===== src/scs_defs.svh =====
// Constants for the serial configuration slave
// Functional notes
// Answer only address byte 11010010; ignore all others. Code also answers 11010011, direction bit ignored.
// All configuration bits take defaults at reset, interface use optional.
// Accept byte write, byte read, block write and block read.
// Command bit 7 low means block access, high means byte access.
// Byte access uses command bits 6:0 as byte index.
// Host sets command bits 6:0 to zero for block access.
// Block bytes move ascending from byte zero, MSB first.
// Host may stop block after any complete byte; rest untouched.
// Block write: address, command, count, data bytes, all acknowledged.
// Block read: command, repeated start, read; count then data returned.
// Host acknowledges block read bytes except the last.
// Every block write data byte, including last, is acknowledged.
// Written bits individually enable or disable clock output buffers.
// Accesses accepted any time during operation.
// Byte write: address, offset command, one data byte, stop.
// Byte read: offset command, repeated start, one byte, host NAK.
// Block read count is implemented byte total; extra writes ignored.
// Stop or stray start releases data line, partial byte discarded.
`ifndef SCS_DEFS_SVH
`define SCS_DEFS_SVH
`define SCS_SLAVE_ADDR 8'hd2
`define SCS_CMD_BYTE_BIT 7
`define SCS_NUM_BYTES 8
`define SCS_BYTE_DEFAULTS 64'hffff_ffff_ffff_7f00
`endif


===== src/scs_pkg.sv =====
// Types for the serial configuration slave
package scs_pkg;
	typedef enum logic [2:0] {
		SCS_IDLE,
		SCS_RX,
		SCS_RX_ACK,
		SCS_TX,
		SCS_TX_ACK
	} scs_phase_t;
	typedef enum logic [1:0] {
		SCS_F_ADDR,
		SCS_F_CMD,
		SCS_F_COUNT,
		SCS_F_DATA
	} scs_field_t;
endpackage


===== src/scs_slave.sv =====
// Serial configuration slave with register bank
`timescale 1ns/10ps
`include "scs_defs.svh"
module scs_slave
	import scs_pkg::*;
#(
	parameter int NBYTES = `SCS_NUM_BYTES
)(
	input  wire logic                  clk_i,
	input  wire logic                  rst_i,
	input  wire logic                  scl_i,
	input  wire logic                  sda_i,
	output logic                       sda_o,
	output logic                       sda_oe_o,
	output logic [NBYTES*8-1:0]        cfg_o
);
	typedef struct packed {
		logic [1:0]          scl_s;
		logic [1:0]          sda_s;
		logic                scl_d;
		logic                sda_d;
		scs_phase_t          phase;
		scs_field_t          field;
		logic [2:0]          bitn;
		logic [7:0]          shreg;
		logic                rd;
		logic                blk;
		logic [6:0]          idx;
		logic                first;
		logic                oe;
		logic [NBYTES*8-1:0] cfg;
	} scs_state_t;

	scs_state_t st;
	scs_state_t next_st;

	// Byte fetch from bank, zero when index beyond
	function automatic logic [7:0] rd_byte(input logic [NBYTES*8-1:0] b, input logic [6:0] i);
		logic [7:0] v;
		v = 8'h00;
		for (int k = 0; k < NBYTES; k++) begin
			if (i == 7'(k)) begin
				v = b[k*8 +: 8];
			end
		end
		return v;
	endfunction

	// Byte to shift out: count first in a block read
	function automatic logic [7:0] tx_byte(input logic blk, input logic first, input logic [NBYTES*8-1:0] b,
		input logic [6:0] i);
		logic [7:0] v;
		if (blk && first) begin
			v = 8'(NBYTES);
		end else begin
			v = rd_byte(b, i);
		end
		return v;
	endfunction

	// Address byte match, direction bit ignored
	function automatic logic addr_hit(input logic [7:0] a);
		logic [7:0] want;
		want = `SCS_SLAVE_ADDR;
		return a[7:1] == want[7:1];
	endfunction

	// Bank write: one byte lane selected by index
	function automatic logic [NBYTES*8-1:0] wr_byte(input logic [NBYTES*8-1:0] b, input logic [6:0] i,
		input logic [7:0] v);
		logic [NBYTES*8-1:0] n;
		n = b;
		for (int k = 0; k < NBYTES; k++) begin
			if (i == 7'(k)) begin
				n[k*8 +: 8] = v;
			end
		end
		return n;
	endfunction

	// Index step, saturates so a long block stays harmless
	function automatic logic [6:0] idx_step(input logic [6:0] i);
		logic [6:0] n;
		n = i;
		if (i != 7'h7f) begin
			n = i + 7'd1;
		end
		return n;
	endfunction

	// Field that follows an acknowledged byte
	function automatic scs_field_t field_after(input scs_field_t f, input logic blk);
		scs_field_t n;
		case (f)
			SCS_F_ADDR: begin
				n = SCS_F_CMD;
			end
			SCS_F_CMD: begin
				n = blk ? SCS_F_COUNT : SCS_F_DATA;
			end
			default: begin
				n = SCS_F_DATA;
			end
		endcase
		return n;
	endfunction

	// Open-drain level: pull low only for a zero bit
	function automatic logic pull_low(input logic [7:0] s);
		return ~s[7];
	endfunction

	// Pin events seen through the synchronisers
	logic       scl_rise;
	logic       scl_fall;
	logic       start_c;
	logic       stop_c;
	logic       ack_begin;
	logic       ack_end;
	logic       byte_done;
	logic [7:0] rx_byte;
	logic [7:0] tx_next;
	assign scl_rise = st.scl_s[1] & ~st.scl_d;
	assign scl_fall = ~st.scl_s[1] & st.scl_d;
	// Start and stop: data edge while clock high
	assign start_c  = st.scl_s[1] & st.sda_d & ~st.sda_s[1];
	assign stop_c   = st.scl_s[1] & ~st.sda_d & st.sda_s[1];
	// Acknowledge slot edges and byte completion
	assign ack_begin = scl_fall & ~st.oe;
	assign ack_end   = scl_fall & st.oe;
	assign byte_done = scl_rise & (st.bitn == 3'd7);
	// Received byte including the bit now sampled
	assign rx_byte  = {st.shreg[6:0], st.sda_s[1]};
	// Next byte to send after an acknowledge
	assign tx_next  = tx_byte(st.blk, st.first, st.cfg, st.idx);

	// Next-state logic
	always_comb begin
		// Hold everything unless changed below
		next_st = st;
		// Synchroniser stages and delayed copies
		next_st.scl_s = {st.scl_s[0], scl_i};
		next_st.sda_s = {st.sda_s[0], sda_i};
		next_st.scl_d = st.scl_s[1];
		next_st.sda_d = st.sda_s[1];
		if (start_c) begin
			// Repeated start keeps command context for reads
			next_st.phase = SCS_RX;
			next_st.field = SCS_F_ADDR;
			next_st.bitn  = 3'd0;
			next_st.oe    = 1'b0;
		end else if (stop_c) begin
			// Stop ends any transfer, even part way through a byte
			next_st.phase = SCS_IDLE;
			next_st.oe    = 1'b0;
		end else begin
			case (st.phase)
				SCS_IDLE: begin
					// Wait for a start, line released
					next_st.oe = 1'b0;
				end
				SCS_RX: begin
					// Shift in on clock rise, MSB first
					if (scl_rise) begin
						next_st.shreg = rx_byte;
						next_st.bitn  = st.bitn + 3'd1;
						if (byte_done) begin
							// Last bit: acknowledge slot follows
							next_st.phase = SCS_RX_ACK;
						end
					end
				end
				SCS_RX_ACK: begin
					if (ack_begin) begin
						// Eighth bit done: decide on the acknowledge
						case (st.field)
							SCS_F_ADDR: begin
								if (addr_hit(st.shreg)) begin
									// Ours: acknowledge, keep direction
									next_st.oe = 1'b1;
									next_st.rd = st.shreg[0];
								end else begin
									// Not ours: stay quiet until next start
									next_st.phase = SCS_IDLE;
								end
							end
							SCS_F_CMD: begin
								// Bit 7 picks byte or block access
								next_st.oe    = 1'b1;
								next_st.blk   = ~st.shreg[`SCS_CMD_BYTE_BIT];
								next_st.first = 1'b1;
								if (st.shreg[`SCS_CMD_BYTE_BIT]) begin
									next_st.idx = st.shreg[6:0];
								end else begin
									next_st.idx = 7'd0;
								end
							end
							SCS_F_COUNT: begin
								// Count taken and acknowledged, value unused
								next_st.oe = 1'b1;
							end
							default: begin
								// Data byte lands, index moves on
								next_st.oe  = 1'b1;
								next_st.cfg = wr_byte(st.cfg, st.idx, st.shreg);
								next_st.idx = idx_step(st.idx);
							end
						endcase
					end else if (ack_end) begin
						// Acknowledge slot over: release and move on
						next_st.oe   = 1'b0;
						next_st.bitn = 3'd0;
						if (st.field == SCS_F_ADDR && st.rd) begin
							// Read: count first for block, else addressed byte
							next_st.phase = SCS_TX;
							next_st.shreg = tx_next;
							next_st.oe    = pull_low(tx_next);
						end else begin
							next_st.phase = SCS_RX;
							next_st.field = field_after(st.field, st.blk);
						end
					end
				end
				SCS_TX: begin
					// Shift out MSB first, output changes on falling edge
					next_st.oe = pull_low(st.shreg);
					if (scl_fall) begin
						next_st.bitn  = st.bitn + 3'd1;
						next_st.shreg = {st.shreg[6:0], 1'b1};
						if (st.bitn == 3'd7) begin
							// Byte sent: release for host acknowledge
							next_st.phase = SCS_TX_ACK;
							next_st.oe    = 1'b0;
						end else begin
							next_st.oe = pull_low({st.shreg[6:0], 1'b1});
						end
					end
				end
				SCS_TX_ACK: begin
					// Host drives its acknowledge now
					next_st.oe = 1'b0;
					if (scl_rise) begin
						if (st.sda_s[1]) begin
							// Host declined: transfer ends
							next_st.phase = SCS_IDLE;
						end else if (st.blk && st.first) begin
							// Count byte taken, data starts at byte zero
							next_st.first = 1'b0;
						end else begin
							// Host acknowledged: step to next byte
							next_st.idx = idx_step(st.idx);
						end
					end else if (scl_fall) begin
						// Next byte loaded behind the acknowledge
						next_st.phase = SCS_TX;
						next_st.bitn  = 3'd0;
						next_st.shreg = tx_next;
						next_st.oe    = pull_low(tx_next);
					end
				end
				default: begin
					// Unused codes recover to idle
					next_st.phase = SCS_IDLE;
				end
			endcase
		end
	end

	// State register, bank returns to defaults on reset
	always_ff @(posedge clk_i) begin
		if (rst_i) begin
			// Lines seen idle high, machine idle
			st.scl_s <= 2'b11;
			st.sda_s <= 2'b11;
			st.scl_d <= 1'b1;
			st.sda_d <= 1'b1;
			st.phase <= SCS_IDLE;
			st.field <= SCS_F_ADDR;
			// Transfer context cleared
			st.bitn  <= 3'd0;
			st.shreg <= 8'h00;
			st.rd    <= 1'b0;
			st.blk   <= 1'b0;
			st.idx   <= 7'd0;
			st.first <= 1'b0;
			st.oe    <= 1'b0;
			// Bank at defaults
			st.cfg   <= (NBYTES*8)'(`SCS_BYTE_DEFAULTS);
		end else begin
			st <= next_st;
		end
	end

	// Open-drain data line: only ever pulls low
	always_ff @(posedge clk_i) begin
		if (rst_i) begin
			sda_o    <= 1'b0;
			sda_oe_o <= 1'b0;
			cfg_o    <= (NBYTES*8)'(`SCS_BYTE_DEFAULTS);
		end else begin
			sda_o    <= 1'b0;
			sda_oe_o <= next_st.oe;
			cfg_o    <= next_st.cfg;
		end
	end
endmodule


===== config.mk =====
export PLATFORM = sky130hd
export DESIGN_NAME = scs_slave
export DESIGN_NICKNAME = d
export VERILOG_FILES = /design/src/scs_pkg.sv /design/src/scs_slave.sv
export VERILOG_INCLUDE_DIRS = /design/src
export SDC_FILE = /design/constraint.sdc
export NUM_CORES = 1
export LEC_CHECK = 0
export ABC_AREA = 1
export BUFFER_PORTS_ARGS = -buffer_cell sky130_fd_sc_hd__buf_2
export CORE_MARGIN = 2
export CORE_UTILIZATION = 54
export DETAILED_ROUTE_END_ITERATION = 12
export PLACE_DENSITY = 0.73
export RECOVER_POWER = 25
export SETUP_SLACK_MARGIN = 0.05
export SLEW_MARGIN = 5
export SYNTH_ARGS = -nofsm -noshare
export SYNTH_HDL_FRONTEND = slang
export SYNTH_SLANG_ARGS = --single-unit

===== constraint.sdc =====
create_clock -name clk_i -period 3.1 [get_ports clk_i]
set_clock_uncertainty 0.1 [all_clocks]
set_input_delay 0.155 -clock clk_i [delete_from_list [all_inputs] [get_ports clk_i]]
set_output_delay 0.155 -clock clk_i [all_outputs]
set_load 0.02 [all_outputs]

==> reports/qor.yml, run 1 <==
power.density_nw_per_um2: 585
hold_path.class: "input port to register"
synth-edff-count: 0
fp.dieW_um: 102
postCtsSetupRepairBufs: 0
initial_core_util: 0.561
timing_hold_violations_final: 0
combPwrFrac: 0.263
wl_per_cell_um: 17.1
overflow: 0
drc: 0
die_height_um: 102
fin_crit_sh: 0.846
io_buffers: 68
drt_iter0_drc: 501
cpMaxStageDelayCell: "nor2_2"
r2r-start: "next_st[92]"
finalSetupTns_ns: 0
n_fill_cell: 905
layout_min_cycle_time_ns: 2.62
netlist_area_um2: 5230
place_inst: 833
timing.slew.headroom: 0.0568
rows: 35
synth_seq_area_share: 0.371
cp_cell_sequence: "inv_1 -> ha_1 -> inv_1 -> nor2_2 -> inv_1 -> nor2_1 -> nand2_1 -> nor4_1 -> o21ai_0 -> a21oi_1"
path_buf_inv: 3
grt_max_degree: 47
yosys_most_used_dff: "dfxtp_1"
maxCapViolCount: 0
yosysUniqueCellTypes: 40
syn_to_final_growth_pct: 2.85
antenna_found_initial: 0
synthTopCellsByArea: "dfxtp_1 (37%), nand2_1 (11%), buf_4 (9.5%)"
post_dp_cell_area_um2: 5190
postCtsHoldBufs: 2
ff2ff_path_depth: 10
synth_top_area_frac: 0.371
slew_viol_final: 0
grt_pass1_wl_mm: 22.8
hpwl_mm: 10.5
diodes: 0
status: "complete, no violations"
final_layout_size_suffix_gt1_frac: 0.117
syn_nets: 730
cts_tree: "built"
critical_path_required_ns: 3.29
ys_ff_latch: 97
reg2reg_slack_ns: 0.48
max_freq_ghz: 0.382
swShare: 0.370
ant_nets: 0
root_buffer: "clkbuf_8"
rsz0062_at_grt: "false"
num_io_pins: 70
cts_resized: 0
fin_ws_ns: 0.479
synthArstFlopShare: 0
core-area_um2: 9330
cts_buffer_depth: 2
synth_cells: 718
final_area_um2: 5380
p_leak_nw: 2.42
min_path_cells: 2
grt_usage: 0.281
fin_nets: 729
ys_warn_count: 0
grt_pass1_vias: 4522
hold_end: "rx_byte[1]"
switchingPower_mw: 1.16
finalWirelength_mm: 14.5
cts_sinks: 97
clkLatencyLatePin_ns: 0.37
total_power_mw: 3.14
cp_top_family: "simple AND/OR/NAND/NOR gates"
endpoint_kind: "register"
critPathKind: "register to register"
tightest_slew_ns: 1.41
r2r-end: "st[74]"
internal_power_mw: 1.98
synth_common_cells: "nand2_1 (153), dfxtp_1 (97), buf_4 (66)"
vias: 4945
cts_max_level: 3
cts-buffers-inserted: 9
stdcell_count: 850
power.share.clock: 0.290
dieArea_um2: 10500
power_frac_seq: 0.446
setup.worst_path.start_class: "register"
gp_congestion: 0.985
crit_path_max_incr_delay_ns: 0.37
cp_common_cell: "inv_1"
synth_area_leader_cell: "dfxtp_1"
critPathMaxFanout: 8
avgSynthCellArea_um2: 7.28
synth_most_common_cell: "nand2_1"
clk_pin_slew_ns: 0.09
setup_viol: 0
min_from: "rst_i"
peakVddDrop_mv: 0.374
pre_cts_ws_ns: 0.583
first_pass_iters: 6
avgViaCountPerCell: 5.82
arrival_ns: 2.81
## metrics by stage
stage,hold slack (ns),utilization
2_1_floorplan,0.159,-
3_3_place_gp,0.237,0.556
3_5_place_dp,0.239,0.556
4_1_cts,0.0639,0.581
5_1_grt,0.234,0.577
6_report,0.222,0.577
## state kept, by name (all words and copies together) (netlist names)
signal    flops
cfg_o        64
rx_byte       7
st           21
next_st       4
sda_oe_o      1
## logic make-up after synthesis
family                     share of synthesized area
AOI/OAI and AO/OA                              0.220
xor gates and xnor gates                     0.00168
adders and majority gates                     0.0191
buffers and inverters                          0.156
DFF                                            0.371
other                                       0.000717
and+or+nand+nor                                0.231
## per-layer routing
layer,vias to the layer above,wire length [um],GRT usage
met5,-,0,0
met4,0,621,0.136
met3,62,1230,0.0520
met2,264,6770,0.464
met1,2250,5870,0.354
li1,2369,-,-
## layout by cell type (no fill, tap or decap), types with 29 or more instances in the layout
cell type and count:
buf_2 33, dfxtp_1 97, nand3_1 29, nand2_1 153, nor2_1 52, clkbuf_1 35
o211ai_1 61, o21ai_0 47, a21oi_1 54, inv_1 49
## layout make-up
| type | count | area (um2) | area share |
|---|---|---|---|
| clock inverter | 6 | 90.1 | 0.0168 |
| inverter | 62 | 235 | 0.0437 |
| multi-input combinational | 472 | 2470 | 0.460 |
| sequential | 97 | 1940 | 0.361 |
| clock buffer | 9 | 124 | 0.0230 |
| timing repair buffer | 75 | 354 | 0.0658 |
| tap | 129 | 161 | 0.0300 |
## power groups by stage
stage	Clock (mW)	Sequential, mW	Combinational (mW)
after floorplan	0	1.39	0.581
after global placement	0	1.43	0.794
after detailed placement	0	1.43	0.801
after CTS	0.920	1.40	0.806
after global routing	0.973	1.41	0.904
final	0.912	1.40	0.829
## how the worst max path moves through the flow
stage	end	startpoint	slack, ns	cells past startpoint
3_5_place_dp	st[69]	next_st[92]	0.58	10
5_1_grt	st[69]	next_st[92]	0.24	10
3_3_place_gp	st[69]	next_st[92]	0.64	10
2_1_floorplan	rx_byte[1]	st[66]	1.15	15
4_1_cts	st[69]	next_st[92]	0.55	10
6_report	st[74]	next_st[92]	0.48	10
(Power assumes the default switching activity.)
==> inputs of run 2 (changes only) <==
==> constraint.sdc (replaced) <==
create_clock -name clk_i -period 2.6 [get_ports clk_i]
set_clock_uncertainty 0.1 [all_clocks]
set_input_delay 0.13 -clock clk_i [delete_from_list [all_inputs] [get_ports clk_i]]
set_output_delay 0.13 -clock clk_i [all_outputs]
set_load 0.02 [all_outputs]
==> reports/qor.yml, run 2 (synthesis gave the netlist of run 1 again) <==
regArea_um2: 1940  # unchanged
drt_iter0_drc: 444  # -11%
multi_input_area_um2: 2480  # +0.51%
top_register: "cfg_o"
endpoint_kind: "register"
grt_pass1_vias: 4361  # -3.6%
grt_pass1_wl_mm: 22.7  # -0.33%
gp_congestion: 0.943  # -4.3%
finalSetupTns_ns: 0  # unchanged
n_fill_cell: 907  # +0.22%
met2_usage: 0.445  # -0.0182
fp.dieW_um: 102  # unchanged
ant_nets: 0  # unchanged
layout.cells.most_common: "nand2_1"
timing_hold_violations_final: 0  # unchanged
hold_path.class: "input port to register"
vias: 4872  # -1.5%
power.density_nw_per_um2: 693  # +19%
initial_core_util: 0.561  # unchanged
rows: 35  # unchanged
diodes: 0  # unchanged
cts_max_level: 3  # unchanged
hpwl_mm: 10.0  # -4.5%
grt_use_met1: 0.376  # +0.0213
max_freq_ghz: 0.428  # +12%
grt_max_degree: 48  # +2.1%
num_io_pins: 70  # unchanged
cts_tree: "built"
arrival_ns: 2.55  # -0.26 ns
setup_viol: 0  # unchanged
swShare: 0.383  # +0.0131
total_power_mw: 3.78  # +20%
critical_path_required_ns: 2.81  # -0.48 ns
slew_viol_final: 0  # unchanged
fin_crit_sh: 0.899  # +0.0530
root_buffer: "clkbuf_8"
cts_sinks: 97  # unchanged
p_leak_nw: 2.46  # +1.7%
io_buffers: 68  # unchanged
wl_per_cell_um: 16.3  # -4.3%
rsz0062_at_grt: "false"
internal_power_mw: 2.33  # +18%
power_frac_seq: 0.441  # -0.005
maxCapViolCount: 0  # unchanged
reg2reg_slack_ns: 0.26  # -0.22 ns
dieArea_um2: 10500  # unchanged
stdcell_count: 857  # +0.82%
cts-buffers-inserted: 9  # unchanged
peakVddDrop_mv: 0.381  # +2.0%
critPathKind: "register to register"
first_pass_iters: 6  # unchanged
combPwrFrac: 0.274  # +0.011
busiest_layer: "met2"
tightest_slew_ns: 1.14  # -0.271 ns
place_inst: 839  # +0.72%
setup.worst_path.start_class: "register"
critPathMaxFanout: 9  # +1
core-area_um2: 9330  # unchanged
die_height_um: 102  # unchanged
layout_min_cycle_time_ns: 2.34  # -0.285 ns
met3_usage: 0.0472  # -0.00479
timing.slew.headroom: 0.238  # +0.181
grt_usage: 0.278  # -0.00271
antenna_found_initial: 0  # unchanged
final_layout_size_suffix_gt1_frac: 0.128  # +0.0112
switchingPower_mw: 1.45  # +24%
finalWirelength_mm: 14.0  # -3.5%
layout_common_cells: "nand2_1 (152), dfxtp_1 (97), o211ai_1 (61)"
drc: 0  # unchanged
overflow: 0  # unchanged
cts_buffer_depth: 2  # unchanged
power.share.clock: 0.285  # -0.005
clkLatencyLatePin_ns: 0.38  # about the same
largest_register_ffs: 64  # unchanged
avgViaCountPerCell: 5.68  # -2.3%
fin_nets: 735  # +0.82%
status: "complete, no violations"
clk_pin_slew_ns: 0.10  # about the same
syn_to_final_growth_pct: 4.14
## run 2: final timing paths
path | from | to | cells past startpoint
hold reg to reg | next_st[96] | next_st[92] | 1
hold / removal | rst_i | rx_byte[1] | 2
setup reg to reg | st[66] | sda_oe_o | 16
setup / recovery | st[66] | sda_oe_o | 16
## run 2: per-layer routing
layer | part of all wire | wire length [um]
met1 | 0.42 | 5890
met2 | 0.48 | 6700
met3 | 0.068 | 955
met4 | 0.032 | 441
met5 | 0 | 0
## run 2: power by group through the flow
stage | logic, mW | registers, mW | clock network, mW
finish | 1.03 | 1.67 | 1.08
global route | 1.14 | 1.68 | 1.15
CTS | 1.01 | 1.66 | 1.09
detailed placement | 1.00 | 1.70 | 0
global placement | 0.995 | 1.69 | 0
floorplan | 0.693 | 1.66 | 0
## run 2: final cells by class
cell class / instances / area share
clock inverters: 6 / 0.0136
clock buffers: 10 / 0.0253
multi-input cells: 472 / 0.456
well taps: 129 / 0.0296
flip-flops and latches: 97 / 0.357
repair buffers: 81 / 0.0756
inverters: 62 / 0.0432
## run 2: through the flow
step	util	cell area (um2)	worst slack, ns	hold WS [ns]
floorplan	-	5230	0.647	0.134
global placement	0.562	5250	0.306	0.213
detailed placement	0.562	5250	0.273	0.218
CTS	0.587	5480	0.245	0.00997
global route	0.584	5450	0.0308	0.190
finish	0.584	5450	0.264	0.139
## run 2: critical path, cell delays in order (launching register included)
cell and delay [ns]:
dfxtp_1 0.38, inv_1 0.12, ha_1 0.15, inv_1 0.07, nor3_4 0.39, inv_2 0.15, nand3_1 0.13, nand2_1 0.06
nand2_1 0.07, nand3_1 0.07, nand2_1 0.10, nand2_1 0.09, nand2_1 0.11, nand2_1 0.06, nand2_1 0.05, nand2_1 0.05
a21oi_2 0.11
## run 2: timing repair
action	4_1_cts	5_1_grt
hold buffers	2	0
endpoints found under the setup margin	0	5
endpoints found under the hold margin	2	0
gates resized for setup	0	3
setup buffers	0	0
